===== src/logic/adccr_consts.svh =====
// constants for the converter control register block
// assumes inclusion by bare name from the modules
`ifndef ADCCR_CONSTS_SVH
`define ADCCR_CONSTS_SVH
`define ADCCR_CTRL_OFS 8'h00
`define ADCCR_STAT_OFS 8'h04
`define ADCCR_CLKDIV_MSB 12
`define ADCCR_CLKDIV_LSB 10
`define ADCCR_ACQ_MSB 9
`define ADCCR_ACQ_LSB 8
`define ADCCR_START_BIT 7
`define ADCCR_PWR_BIT 5
`define ADCCR_MODE_MSB 4
`define ADCCR_MODE_LSB 3
`define ADCCR_TRIG_MSB 2
`define ADCCR_TRIG_LSB 0
`define ADCCR_WMASK 16'h1fbf
`define ADCCR_CTRL_RST 16'h0600
`define ADCCR_PWRUP_NS 5000
`define ADCCR_CLK_MHZ 125
`define ADCCR_CONV_CLKS 14
`endif


===== src/logic/adccr_pkg.sv =====
// types for the converter control register block
// assumes the constants header sits beside it
package adccr_pkg;
   typedef enum logic [2:0] {
      ADCCR_TRIG_PIN = 3'b000,
      ADCCR_TRIG_TMR1 = 3'b001,
      ADCCR_TRIG_TMR0 = 3'b010,
      ADCCR_TRIG_SINGLE = 3'b011,
      ADCCR_TRIG_CONT = 3'b100,
      ADCCR_TRIG_PLA = 3'b101
   } adccr_trig_t;
   typedef enum logic [1:0] {
      ADCCR_IDLE = 2'b00,
      ADCCR_ACQ = 2'b01,
      ADCCR_CONV = 2'b10
   } adccr_state_t;
endpackage


===== src/logic/adccr_clkdiv.sv =====
// converter clock divider: one-cycle tick per divided clock
// assumes the converter input clock arrives as a tick on i_clk
`timescale 1ns/100ps
`include "adccr_consts.svh"
module adccr_clkdiv (
   input wire logic i_clk,
   input wire logic i_sys_rst,
   input wire logic i_src_tick,
   input wire logic [2:0] i_div_code,
   output logic o_tick
);
   typedef struct packed {
      logic [4:0] cnt;
      logic tick;
   } adccr_div_st_t;
   adccr_div_st_t s_q;
   adccr_div_st_t s_d;
   logic [4:0] lim;
   always_comb begin
      // divide by 2 to the code, codes above 101 act as 101
      lim = 5'h1f;
      if (i_div_code <= 3'h5) begin
         lim = 5'((6'h01 << i_div_code) - 6'h01);
      end
      s_d = s_q;
      s_d.tick = 1'b0;
      if (i_src_tick) begin
         if (s_q.cnt >= lim) begin
            s_d.cnt = 5'h00;
            s_d.tick = 1'b1;
         end else begin
            s_d.cnt = s_q.cnt + 5'h01;
         end
      end
   end
   always_ff @(posedge i_clk) begin
      if (i_sys_rst) begin
         s_q <= '0;
      end else begin
         s_q <= s_d;
      end
   end
   assign o_tick = s_q.tick;
endmodule


===== src/logic/adccr_top.sv =====
// converter control register, trigger selection and sequencing
// assumes a plain register port and trigger pulses on i_clk except the start pin
// Behaviour
// - The converter clock is the input clock divided by 1 to 32 per bits 12:10, default /2.
// - Acquisition lasts 2, 4, 8 or 16 converter clocks per bits 9:8, default 8.
// - Bit 7 set lets any trigger start a conversion while bit 5 is set, clear blocks new starts.
// - Clearing bit 7 does not stop continuous conversion already running.
// - Bit 5 powers the converter up or down, and results count only 5 us after power-up.
// - Bits 2:0 pick pin, timer one, timer zero, single, continuous or logic-array trigger.
// - A finished single software conversion rewrites the trigger field to 000.
//
// Decided for this implementation: the register addresses and the address-and-strobe port.
`timescale 1ns/100ps
`include "adccr_consts.svh"
module adccr_top #(
   parameter int unsigned PWRUP_CYCLES = (`ADCCR_PWRUP_NS * `ADCCR_CLK_MHZ + 999) / 1000,
   parameter int unsigned CONV_CLKS = `ADCCR_CONV_CLKS
) (
   input wire logic i_clk,
   input wire logic i_sys_rst,
   input wire logic [7:0] i_addr,
   input wire logic [15:0] i_wdata,
   input wire logic i_wr,
   input wire logic i_rd,
   output logic [15:0] o_rdata,
   input wire logic i_converter_input_clock_tick,
   input wire logic i_external_conversion_trigger_pin,
   input wire logic i_timer1_trig,
   input wire logic i_timer0_trig,
   input wire logic i_programmable_logic_array_trig,
   output logic o_adc_power,
   output logic o_adc_ready,
   output logic [1:0] o_conv_mode,
   output logic o_busy,
   output logic o_sample,
   output logic o_conv_done
);
   localparam int unsigned PW_W = $clog2(PWRUP_CYCLES + 1);
   if (PWRUP_CYCLES < 1 || CONV_CLKS < 1 || CONV_CLKS > 255) begin : g_bad_param
      $error("adccr_top: bad parameter");
   end
   typedef struct packed {
      logic [15:0] ctrl;
      adccr_pkg::adccr_state_t st;
      logic [7:0] cnt;
      logic cont_run;
      logic [PW_W-1:0] pw;
      logic pin_s1;
      logic pin_s2;
      logic pin_s3;
      logic [15:0] rdata;
      logic done;
   } adccr_st_t;
   adccr_st_t s_q;
   adccr_st_t s_d;
   logic cclk_tick;
   logic pin_rise;
   logic trig;
   logic [7:0] acq_len;
   logic [2:0] tsel;

   // converter clock from bits 12:10
   // divided clock tick
   adccr_clkdiv u_div (
      .i_clk(i_clk),
      .i_sys_rst(i_sys_rst),
      .i_src_tick(i_converter_input_clock_tick),
      .i_div_code(s_q.ctrl[`ADCCR_CLKDIV_MSB:`ADCCR_CLKDIV_LSB]),
      .o_tick(cclk_tick)
   );

   always_comb begin
      tsel = s_q.ctrl[`ADCCR_TRIG_MSB:`ADCCR_TRIG_LSB];
      pin_rise = s_q.pin_s2 & ~s_q.pin_s3;
      acq_len = 8'h02 << s_q.ctrl[`ADCCR_ACQ_MSB:`ADCCR_ACQ_LSB];
      unique case (tsel)
         adccr_pkg::ADCCR_TRIG_PIN: trig = pin_rise;
         adccr_pkg::ADCCR_TRIG_TMR1: trig = i_timer1_trig;
         adccr_pkg::ADCCR_TRIG_TMR0: trig = i_timer0_trig;
         adccr_pkg::ADCCR_TRIG_SINGLE: trig = 1'b1;
         adccr_pkg::ADCCR_TRIG_CONT: trig = 1'b1;
         adccr_pkg::ADCCR_TRIG_PLA: trig = i_programmable_logic_array_trig;
         default: trig = 1'b0;
      endcase
      s_d = s_q;
      s_d.pin_s1 = i_external_conversion_trigger_pin;
      s_d.pin_s2 = s_q.pin_s1;
      s_d.pin_s3 = s_q.pin_s2;
      s_d.done = 1'b0;
      if (!s_q.ctrl[`ADCCR_PWR_BIT]) begin
         s_d.pw = '0;
      end else if (s_q.pw != PW_W'(PWRUP_CYCLES)) begin
         s_d.pw = s_q.pw + PW_W'(1);
      end
      unique case (s_q.st)
         adccr_pkg::ADCCR_IDLE: begin
            if (s_q.ctrl[`ADCCR_PWR_BIT] && trig &&
                (s_q.ctrl[`ADCCR_START_BIT] ||
                 (s_q.cont_run && tsel == adccr_pkg::ADCCR_TRIG_CONT))) begin
               s_d.st = adccr_pkg::ADCCR_ACQ;
               s_d.cnt = 8'h00;
               s_d.cont_run = (tsel == adccr_pkg::ADCCR_TRIG_CONT);
            end
         end
         adccr_pkg::ADCCR_ACQ: begin
            if (cclk_tick) begin
               if (s_q.cnt == acq_len - 8'h01) begin
                  s_d.st = adccr_pkg::ADCCR_CONV;
                  s_d.cnt = 8'h00;
               end else begin
                  s_d.cnt = s_q.cnt + 8'h01;
               end
            end
         end
         adccr_pkg::ADCCR_CONV: begin
            if (cclk_tick) begin
               if (s_q.cnt == 8'(CONV_CLKS - 1)) begin
                  s_d.st = adccr_pkg::ADCCR_IDLE;
                  s_d.done = 1'b1;
                  if (tsel == adccr_pkg::ADCCR_TRIG_SINGLE) begin
                     s_d.ctrl[`ADCCR_TRIG_MSB:`ADCCR_TRIG_LSB] = 3'b000;
                  end
               end else begin
                  s_d.cnt = s_q.cnt + 8'h01;
               end
            end
         end
         default: s_d.st = adccr_pkg::ADCCR_IDLE;
      endcase
      if (tsel != adccr_pkg::ADCCR_TRIG_CONT || !s_q.ctrl[`ADCCR_PWR_BIT]) begin
         s_d.cont_run = 1'b0;
      end
      if (i_wr && i_addr == `ADCCR_CTRL_OFS) begin
         s_d.ctrl = i_wdata & `ADCCR_WMASK;
         if (i_wdata[`ADCCR_TRIG_MSB:`ADCCR_TRIG_LSB] != 3'(adccr_pkg::ADCCR_TRIG_CONT)) begin
            s_d.cont_run = 1'b0;
         end
      end
      s_d.rdata = 16'h0000;
      if (i_rd) begin
         if (i_addr == `ADCCR_CTRL_OFS) begin
            s_d.rdata = s_q.ctrl;
         end else if (i_addr == `ADCCR_STAT_OFS) begin
            s_d.rdata = {12'h000, s_q.cont_run, o_adc_ready, o_busy, s_q.ctrl[`ADCCR_PWR_BIT]};
         end
      end
   end

   always_ff @(posedge i_clk) begin
      if (i_sys_rst) begin
         s_q <= '0;
         s_q.ctrl <= `ADCCR_CTRL_RST;
         s_q.st <= adccr_pkg::ADCCR_IDLE;
      end else begin
         s_q <= s_d;
      end
   end

   assign o_rdata = s_q.rdata;
   assign o_adc_power = s_q.ctrl[`ADCCR_PWR_BIT];
   assign o_adc_ready = s_q.ctrl[`ADCCR_PWR_BIT] && (s_q.pw == PW_W'(PWRUP_CYCLES));
   assign o_conv_mode = s_q.ctrl[`ADCCR_MODE_MSB:`ADCCR_MODE_LSB];
   assign o_busy = (s_q.st != adccr_pkg::ADCCR_IDLE);
   assign o_sample = (s_q.st == adccr_pkg::ADCCR_ACQ);
   assign o_conv_done = s_q.done;

   property p_resv_zero;
      @(posedge i_clk) disable iff (i_sys_rst)
      (s_q.ctrl[15:13] == 3'b000) && !s_q.ctrl[6];
   endproperty
   a_resv_zero: assert property (p_resv_zero) else $error("reserved bits set");
   property p_start_gate;
      @(posedge i_clk) disable iff (i_sys_rst)
      (!o_busy && !s_q.ctrl[`ADCCR_START_BIT] && !s_q.cont_run) |=> !o_busy;
   endproperty
   a_start_gate: assert property (p_start_gate) else $error("start while disabled");
   property p_single_clear;
      @(posedge i_clk) disable iff (i_sys_rst)
      (s_q.done && !$past(i_wr) && $past(tsel) == 3'b011) |-> tsel == 3'b000;
   endproperty
   a_single_clear: assert property (p_single_clear) else $error("single not cleared");
   property p_pwr_off_ready;
      @(posedge i_clk) disable iff (i_sys_rst)
      !o_adc_power |-> !o_adc_ready;
   endproperty
   a_pwr_off_ready: assert property (p_pwr_off_ready) else $error("ready while off");
   property p_acq_min;
      @(posedge i_clk) disable iff (i_sys_rst)
      $rose(o_sample) |-> o_sample [*2];
   endproperty
   a_acq_min: assert property (p_acq_min) else $error("acquisition too short");
   property p_reset_val;
      @(posedge i_clk) $fell(i_sys_rst) |-> s_q.ctrl == `ADCCR_CTRL_RST;
   endproperty
   a_reset_val: assert property (p_reset_val) else $error("bad reset value");
   property p_cont_keep;
      @(posedge i_clk) disable iff (i_sys_rst)
      (s_q.cont_run && s_q.done && !i_wr && o_adc_power && tsel == 3'b100) |=> o_busy;
   endproperty
   a_cont_keep: assert property (p_cont_keep) else $error("continuous halted");
   property p_bad_trig;
      @(posedge i_clk) disable iff (i_sys_rst)
      (!o_busy && tsel > 3'b101) |=> !o_busy;
   endproperty
   a_bad_trig: assert property (p_bad_trig) else $error("reserved trigger started");
   property p_rd_resv;
      @(posedge i_clk) disable iff (i_sys_rst)
      $past(i_rd) |-> (o_rdata[15:13] == 3'b000) && !o_rdata[6];
   endproperty
   a_rd_resv: assert property (p_rd_resv) else $error("reserved read bits set");
   property p_pwr_start;
      @(posedge i_clk) disable iff (i_sys_rst)
      (!o_adc_power && !o_busy) |=> !o_busy;
   endproperty
   a_pwr_start: assert property (p_pwr_start) else $error("start while powered down");
endmodule


===== config.mk =====
export PLATFORM = sky130hd
export DESIGN_NAME = adccr_top
export DESIGN_NICKNAME = d
export VERILOG_FILES = /design/src/logic/adccr_pkg.sv /design/src/logic/adccr_clkdiv.sv /design/src/logic/adccr_top.sv
export VERILOG_INCLUDE_DIRS = /design/src /design/src/logic
export SDC_FILE = /design/constraint.sdc
export NUM_CORES = 1
export LEC_CHECK = 0
export ABC_CLOCK_PERIOD_IN_PS = 4670
export BUFFER_PORTS_ARGS = -buffer_cell sky130_fd_sc_hd__buf_2
export CORE_MARGIN = 2
export CORE_UTILIZATION = 59
export CTS_CLUSTER_DIAMETER = 80
export CTS_CLUSTER_SIZE = 40
export DETAILED_ROUTE_END_ITERATION = 12
export PLACE_DENSITY = 0.85
export REMOVE_ABC_BUFFERS = 1
export SLEW_MARGIN = 15
export SYNTH_ARGS = -nofsm -noshare
export SYNTH_HDL_FRONTEND = slang
export SYNTH_SLANG_ARGS = --single-unit
export TNS_END_PERCENT = 20

===== constraint.sdc =====
create_clock -name i_clk -period 4.67 [get_ports i_clk]
set_input_delay 0.2335 -clock i_clk [delete_from_list [all_inputs] [get_ports i_clk]]
set_output_delay 0.2335 -clock i_clk [all_outputs]
set_load 0.05 [all_outputs]

==> results by stage <==
Outcome:
- The flow ran to the end, and the final reports show no timing, DRC or antenna violations.

Routing:
- The detailed router finished its first iteration with 104 violations.
- The total vias in the final route is 2308.
- Summed over all layers, the routed wires come to 5500 um.
- After detailed routing, the number of remaining DRC violations is 0.
- Dividing the detail-routed via count by the number of cells gives 5.63.
- The first detailed-routing pass ran for 4 iterations.
- The highest layer touched by signal routing is met4.
- The met3 wirelength from detailed routing is 350 um.
- After detailed routing, the wire length on met1 is 2360 um.
- The final routed wire length divided by cell count is 13.4 um.
- The detail route stage leaves a number of antenna-violating nets equal to 0.
- The wire length on met2 is 2730 um.

Cells and area:
- Compared with the post-synthesis result, the final layout area differs by 7.55%.
- The final layout contains 403 nets.
- The layout has 387 filler cells.
- The repair_antennas step left the layout with diodes totalling 0.
- The share of final-layout standard cells stronger than drive strength 1 is 17.4%.

Setup path:
- Walking the worst path, the cells encountered are or3_1, ha_1, nor2b_1, a21oi_1, o22ai_1, ha_1, nand2_1, o21a_1, o21bai_1, nor2_1.
- The worst setup path is of the flop to flop kind.
- The data arrival time of the critical path is 2.64 ns.
- The kind of end point of the critical path is a flop.
- STA classifies the critical path startpoint as a flop.
- Counting stages on the worst path, the most repeated cell is sky130_fd_sc_hd__ha_1.
- The required time at the endpoint of the critical path is 4.87 ns.
- The slowest library cell on the worst path is sky130_fd_sc_hd__dfxtp_1.
- The peak fanout along the critical path is 9.
- The largest single stage delay on the critical path is 0.40 ns.

Synth:
- The proportion of synthesized chip area in sequential cells is 39.3%.
- In this run, synthesis inferred 0 flip-flops with an integrated enable.
- The share of synthesized area in the top cell type comes to 39.3%.
- In the post-synthesis netlist, the biggest area contributors are sky130_fd_sc_hd__dfxtp_1 39%, sky130_fd_sc_hd__ha_1 6.7%, sky130_fd_sc_hd__nand2_1 5.0%, sky130_fd_sc_hd__buf_4 4.8%, sky130_fd_sc_hd__a21oi_1 4.1%.
- The combined area of all synthesized cells is 0.00280 mm^2.
- For this run, the leading register cell type out of synthesis is sky130_fd_sc_hd__dfxtp_1.
- The synthesized instance count is 329.
- The most instantiated library cell after synthesis is sky130_fd_sc_hd__dfxtp_1.
- The commonest cells after synthesis are 55 x sky130_fd_sc_hd__dfxtp_1, 37 x sky130_fd_sc_hd__nand2_1, 27 x sky130_fd_sc_hd__nor2_1, 23 x sky130_fd_sc_hd__a21oi_1, 18 x sky130_fd_sc_hd__buf_4.
- In the synthesized netlist the async set-or-reset flop fraction comes to 0%.
- The dominant cell type by area after synthesis is sky130_fd_sc_hd__dfxtp_1.
- Averaged over all synthesized cells, the footprint is 8.51 um^2.
- For this run, the number of Yosys warnings is 0.
- The number of distinct library cells after synthesis is 50.
- Synthesis inferred 55 register bits.

Clock tree:
- In this run the clock root is driven by a sky130_fd_sc_hd__clkbuf_8.
- After clock tree synthesis, the flow added hold-fix buffers numbering 0.
- The level count of the clock H-tree is 2.
- At the later pin of the worst-skew pair, clock insertion delay measures 0.31 ns.
- TritonCTS built the clock tree.
- Clock tree synthesis found a total of 55 sinks.
- In this run the deepest clock path goes through 2 buffers.
- The number of buffers created by CTS is 5.
- The clock slew at the register clock pins of the worst setup and hold paths is 0.10 ns.
- In this run the post-CTS setup repair buffer count came out at 0.
- The post-cts gate resize count is 0.

STA:
- For the pin with the worst max-slew slack, the measured transition is 0.766 ns.
- Summed over all failing endpoints, the final setup total negative slack is 0 ns.
- The total count of hold-check failures in the final report was 0.
- The worst setup skew after layout is 0.00880 ns.
- Setup violations remaining at the end of the flow were counted as 0.
- Static timing analysis puts the maximum clock frequency at 410 MHz.
- In the post-route analysis, the smallest setup slack over all paths is 2.23 ns.
- Counting I/O delays and the setup requirement, the final critical path takes 2.44 ns.
- The headroom to the max-slew limit is 48.9%.
- Setup repair after global routing left no endpoint under its margin.
- The number of max-slew violations in the final report is 0.
- Of the available clock period, the critical path in the final layout requires 52.3%.

Die:
- The die covers 0.00531 mm^2.
- The number of cell rows is 25.
- The width of the chip is 72.9 um.
- The total area inside the core boundary comes to 0.00466 mm^2.
- The I/O pin total is 56.
- Measured along the y axis, the die boundary spans 72.9 um.
- The effective utilization at floorplan is 60.1%.

Power and ir drop:
- Combinational logic is responsible for 6.1% of the overall power.
- Dividing total power by cell area gives a power density of 263 mW/mm^2.
- The internal power of the cells totals 0.000601 W.
- The share of total power consumed by net switching is 24.1%.
- The share of total power dissipated in the clock network is 33.7%.
- The leakage power is 1.20 nW.
- The peak supply drop is 0.170 mV.
- In this run the power spent charging and discharging nets is 0.000191 W.
- The sequential share of power is 60.2%.

Hold path:
- The type of the worst min-delay path is primary input to flop.

Placement:
- The count of buffers inserted at the top-level ports is 47.
- The final HPWL from detailed placement is 3960 um.
- The setup slack at placement is 2.23 ns.
- The routability congestion estimate is 0.854.

GRT:
- Entering global routing, the biggest net connects 39 pins.
- The first global-routing pass estimated 9070 um of wire.
- Global routing used 21.6% of the available tracks.
- The via count of the first global-routing pass is 2134.
- The number of antenna violations at the first check in global routing was 0.
- The total overflow left after global routing is 0.

Run:
- The tool flagged a number of max-cap violations equal to 0.
-- cell type report --
type	count	area (um^2)	area share (%)
inverters	15	56.3	1.87
clock inverters	3	22.5	0.748
repair buffers	47	235	7.81
clock buffers	5	68.8	2.29
well taps	54	67.6	2.24
flip-flops and latches	55	1100	36.6
multi-input cells	231	1460	48.5
-- placed cells by master, fill, tap and decap left out, types with 2 or more instances in the layout --
cell	count
sky130_fd_sc_hd__and3_1	3
sky130_fd_sc_hd__nor2_1	27
sky130_fd_sc_hd__or4_1	2
sky130_fd_sc_hd__or3_1	7
sky130_fd_sc_hd__nor4_1	3
sky130_fd_sc_hd__a211oi_1	2
sky130_fd_sc_hd__nand3b_1	3
sky130_fd_sc_hd__buf_2	47
sky130_fd_sc_hd__nand2b_1	9
sky130_fd_sc_hd__or3b_1	3
sky130_fd_sc_hd__inv_1	15
sky130_fd_sc_hd__o22ai_1	2
sky130_fd_sc_hd__nand2_1	37
sky130_fd_sc_hd__ha_1	15
sky130_fd_sc_hd__o311ai_0	2
sky130_fd_sc_hd__nand3_1	12
sky130_fd_sc_hd__nor3_1	6
sky130_fd_sc_hd__a21oi_1	23
sky130_fd_sc_hd__and4_1	2
sky130_fd_sc_hd__xor2_1	7
sky130_fd_sc_hd__a31oi_1	3
sky130_fd_sc_hd__nand4b_1	6
sky130_fd_sc_hd__nand4_1	5
sky130_fd_sc_hd__nor2b_1	6
sky130_fd_sc_hd__conb_1	4
sky130_fd_sc_hd__or2_2	2
sky130_fd_sc_hd__xnor2_1	4
sky130_fd_sc_hd__o31ai_1	2
sky130_fd_sc_hd__o211ai_1	3
sky130_fd_sc_hd__clkbuf_8	5
sky130_fd_sc_hd__and2_1	9
sky130_fd_sc_hd__mux2i_1	3
sky130_fd_sc_hd__dfxtp_1	55
sky130_fd_sc_hd__o21ai_0	5
-- worst max-delay path: cells and delay by family (launching register included) --
family          cells  cell delay, ns
fa+ha+maj           2            0.54
compound gates      4            0.73
flops               1            0.40
simple gates        4            0.66
-- state kept, by name, indices dropped and copies added (netlist names) --
name          flops
o_adc_power       1
s_d               2
o_conv_mode       2
o_conv_done       1
u_div.s_q         5
u_div.o_tick      1
s_q              31
o_rdata          12
-- final timing paths --
path                                     to                               from  cells after the start  slack (ns)
hold / removal           s_d[18]$_SDFF_PP0_  i_external_conversion_trigger_pin                      2        0.12
setup / recovery  u_div.s_q[5]$_SDFFE_PP0P_               s_q[53]$_SDFFE_PP0P_                     10        2.23
hold reg to reg          s_d[17]$_SDFF_PP0_                 s_d[18]$_SDFF_PP0_                      1        0.45
setup reg to reg  u_div.s_q[5]$_SDFFE_PP0P_               s_q[53]$_SDFFE_PP0P_                     10        2.23
-- per-stage QoR --
stage	utilization, %	cell area (um^2)	hold slack (ns)	cells	power [W]
global placement	62.7	2920	0.416	402	0.000534
detailed placement	62.7	2920	0.424	402	0.000536
finish	64.6	3010	0.124	410	0.000792
floorplan	-	2620	0.303	301	0.000513
CTS	64.6	3010	0.124	410	0.000798
global route	64.6	3010	0.138	410	0.000822
-- cell families after synthesis --
kind of cell,Yosys count,synth area share (%)
simple gates,145,27.3
flops,55,39.3
compound gates,53,13.0
buf+inv,46,8.94
fa+ha+maj,15,6.70
xor+xnor,11,3.44
mux,3,1.07
other cells,1,0.134
-- power by group through the flow --
stage	clock network, W	registers [W]	logic [W]
after detailed placement	0	0.000487	0.0000482
after global placement	0	0.000487	0.0000473
after CTS	0.000273	0.000477	0.0000484
after floorplan	0	0.000487	0.0000267
final	0.000267	0.000477	0.0000481
after global routing	0.000291	0.000478	0.0000535
-- routing by layer --
metal  track usage [%]  vias up
met5                 0        -
met4              7.61        0
met3              4.83        6
met2              38.2       78
met1              25.8     1060
li1                  -     1164
Note: power is estimated with default switching activity, not from simulation.
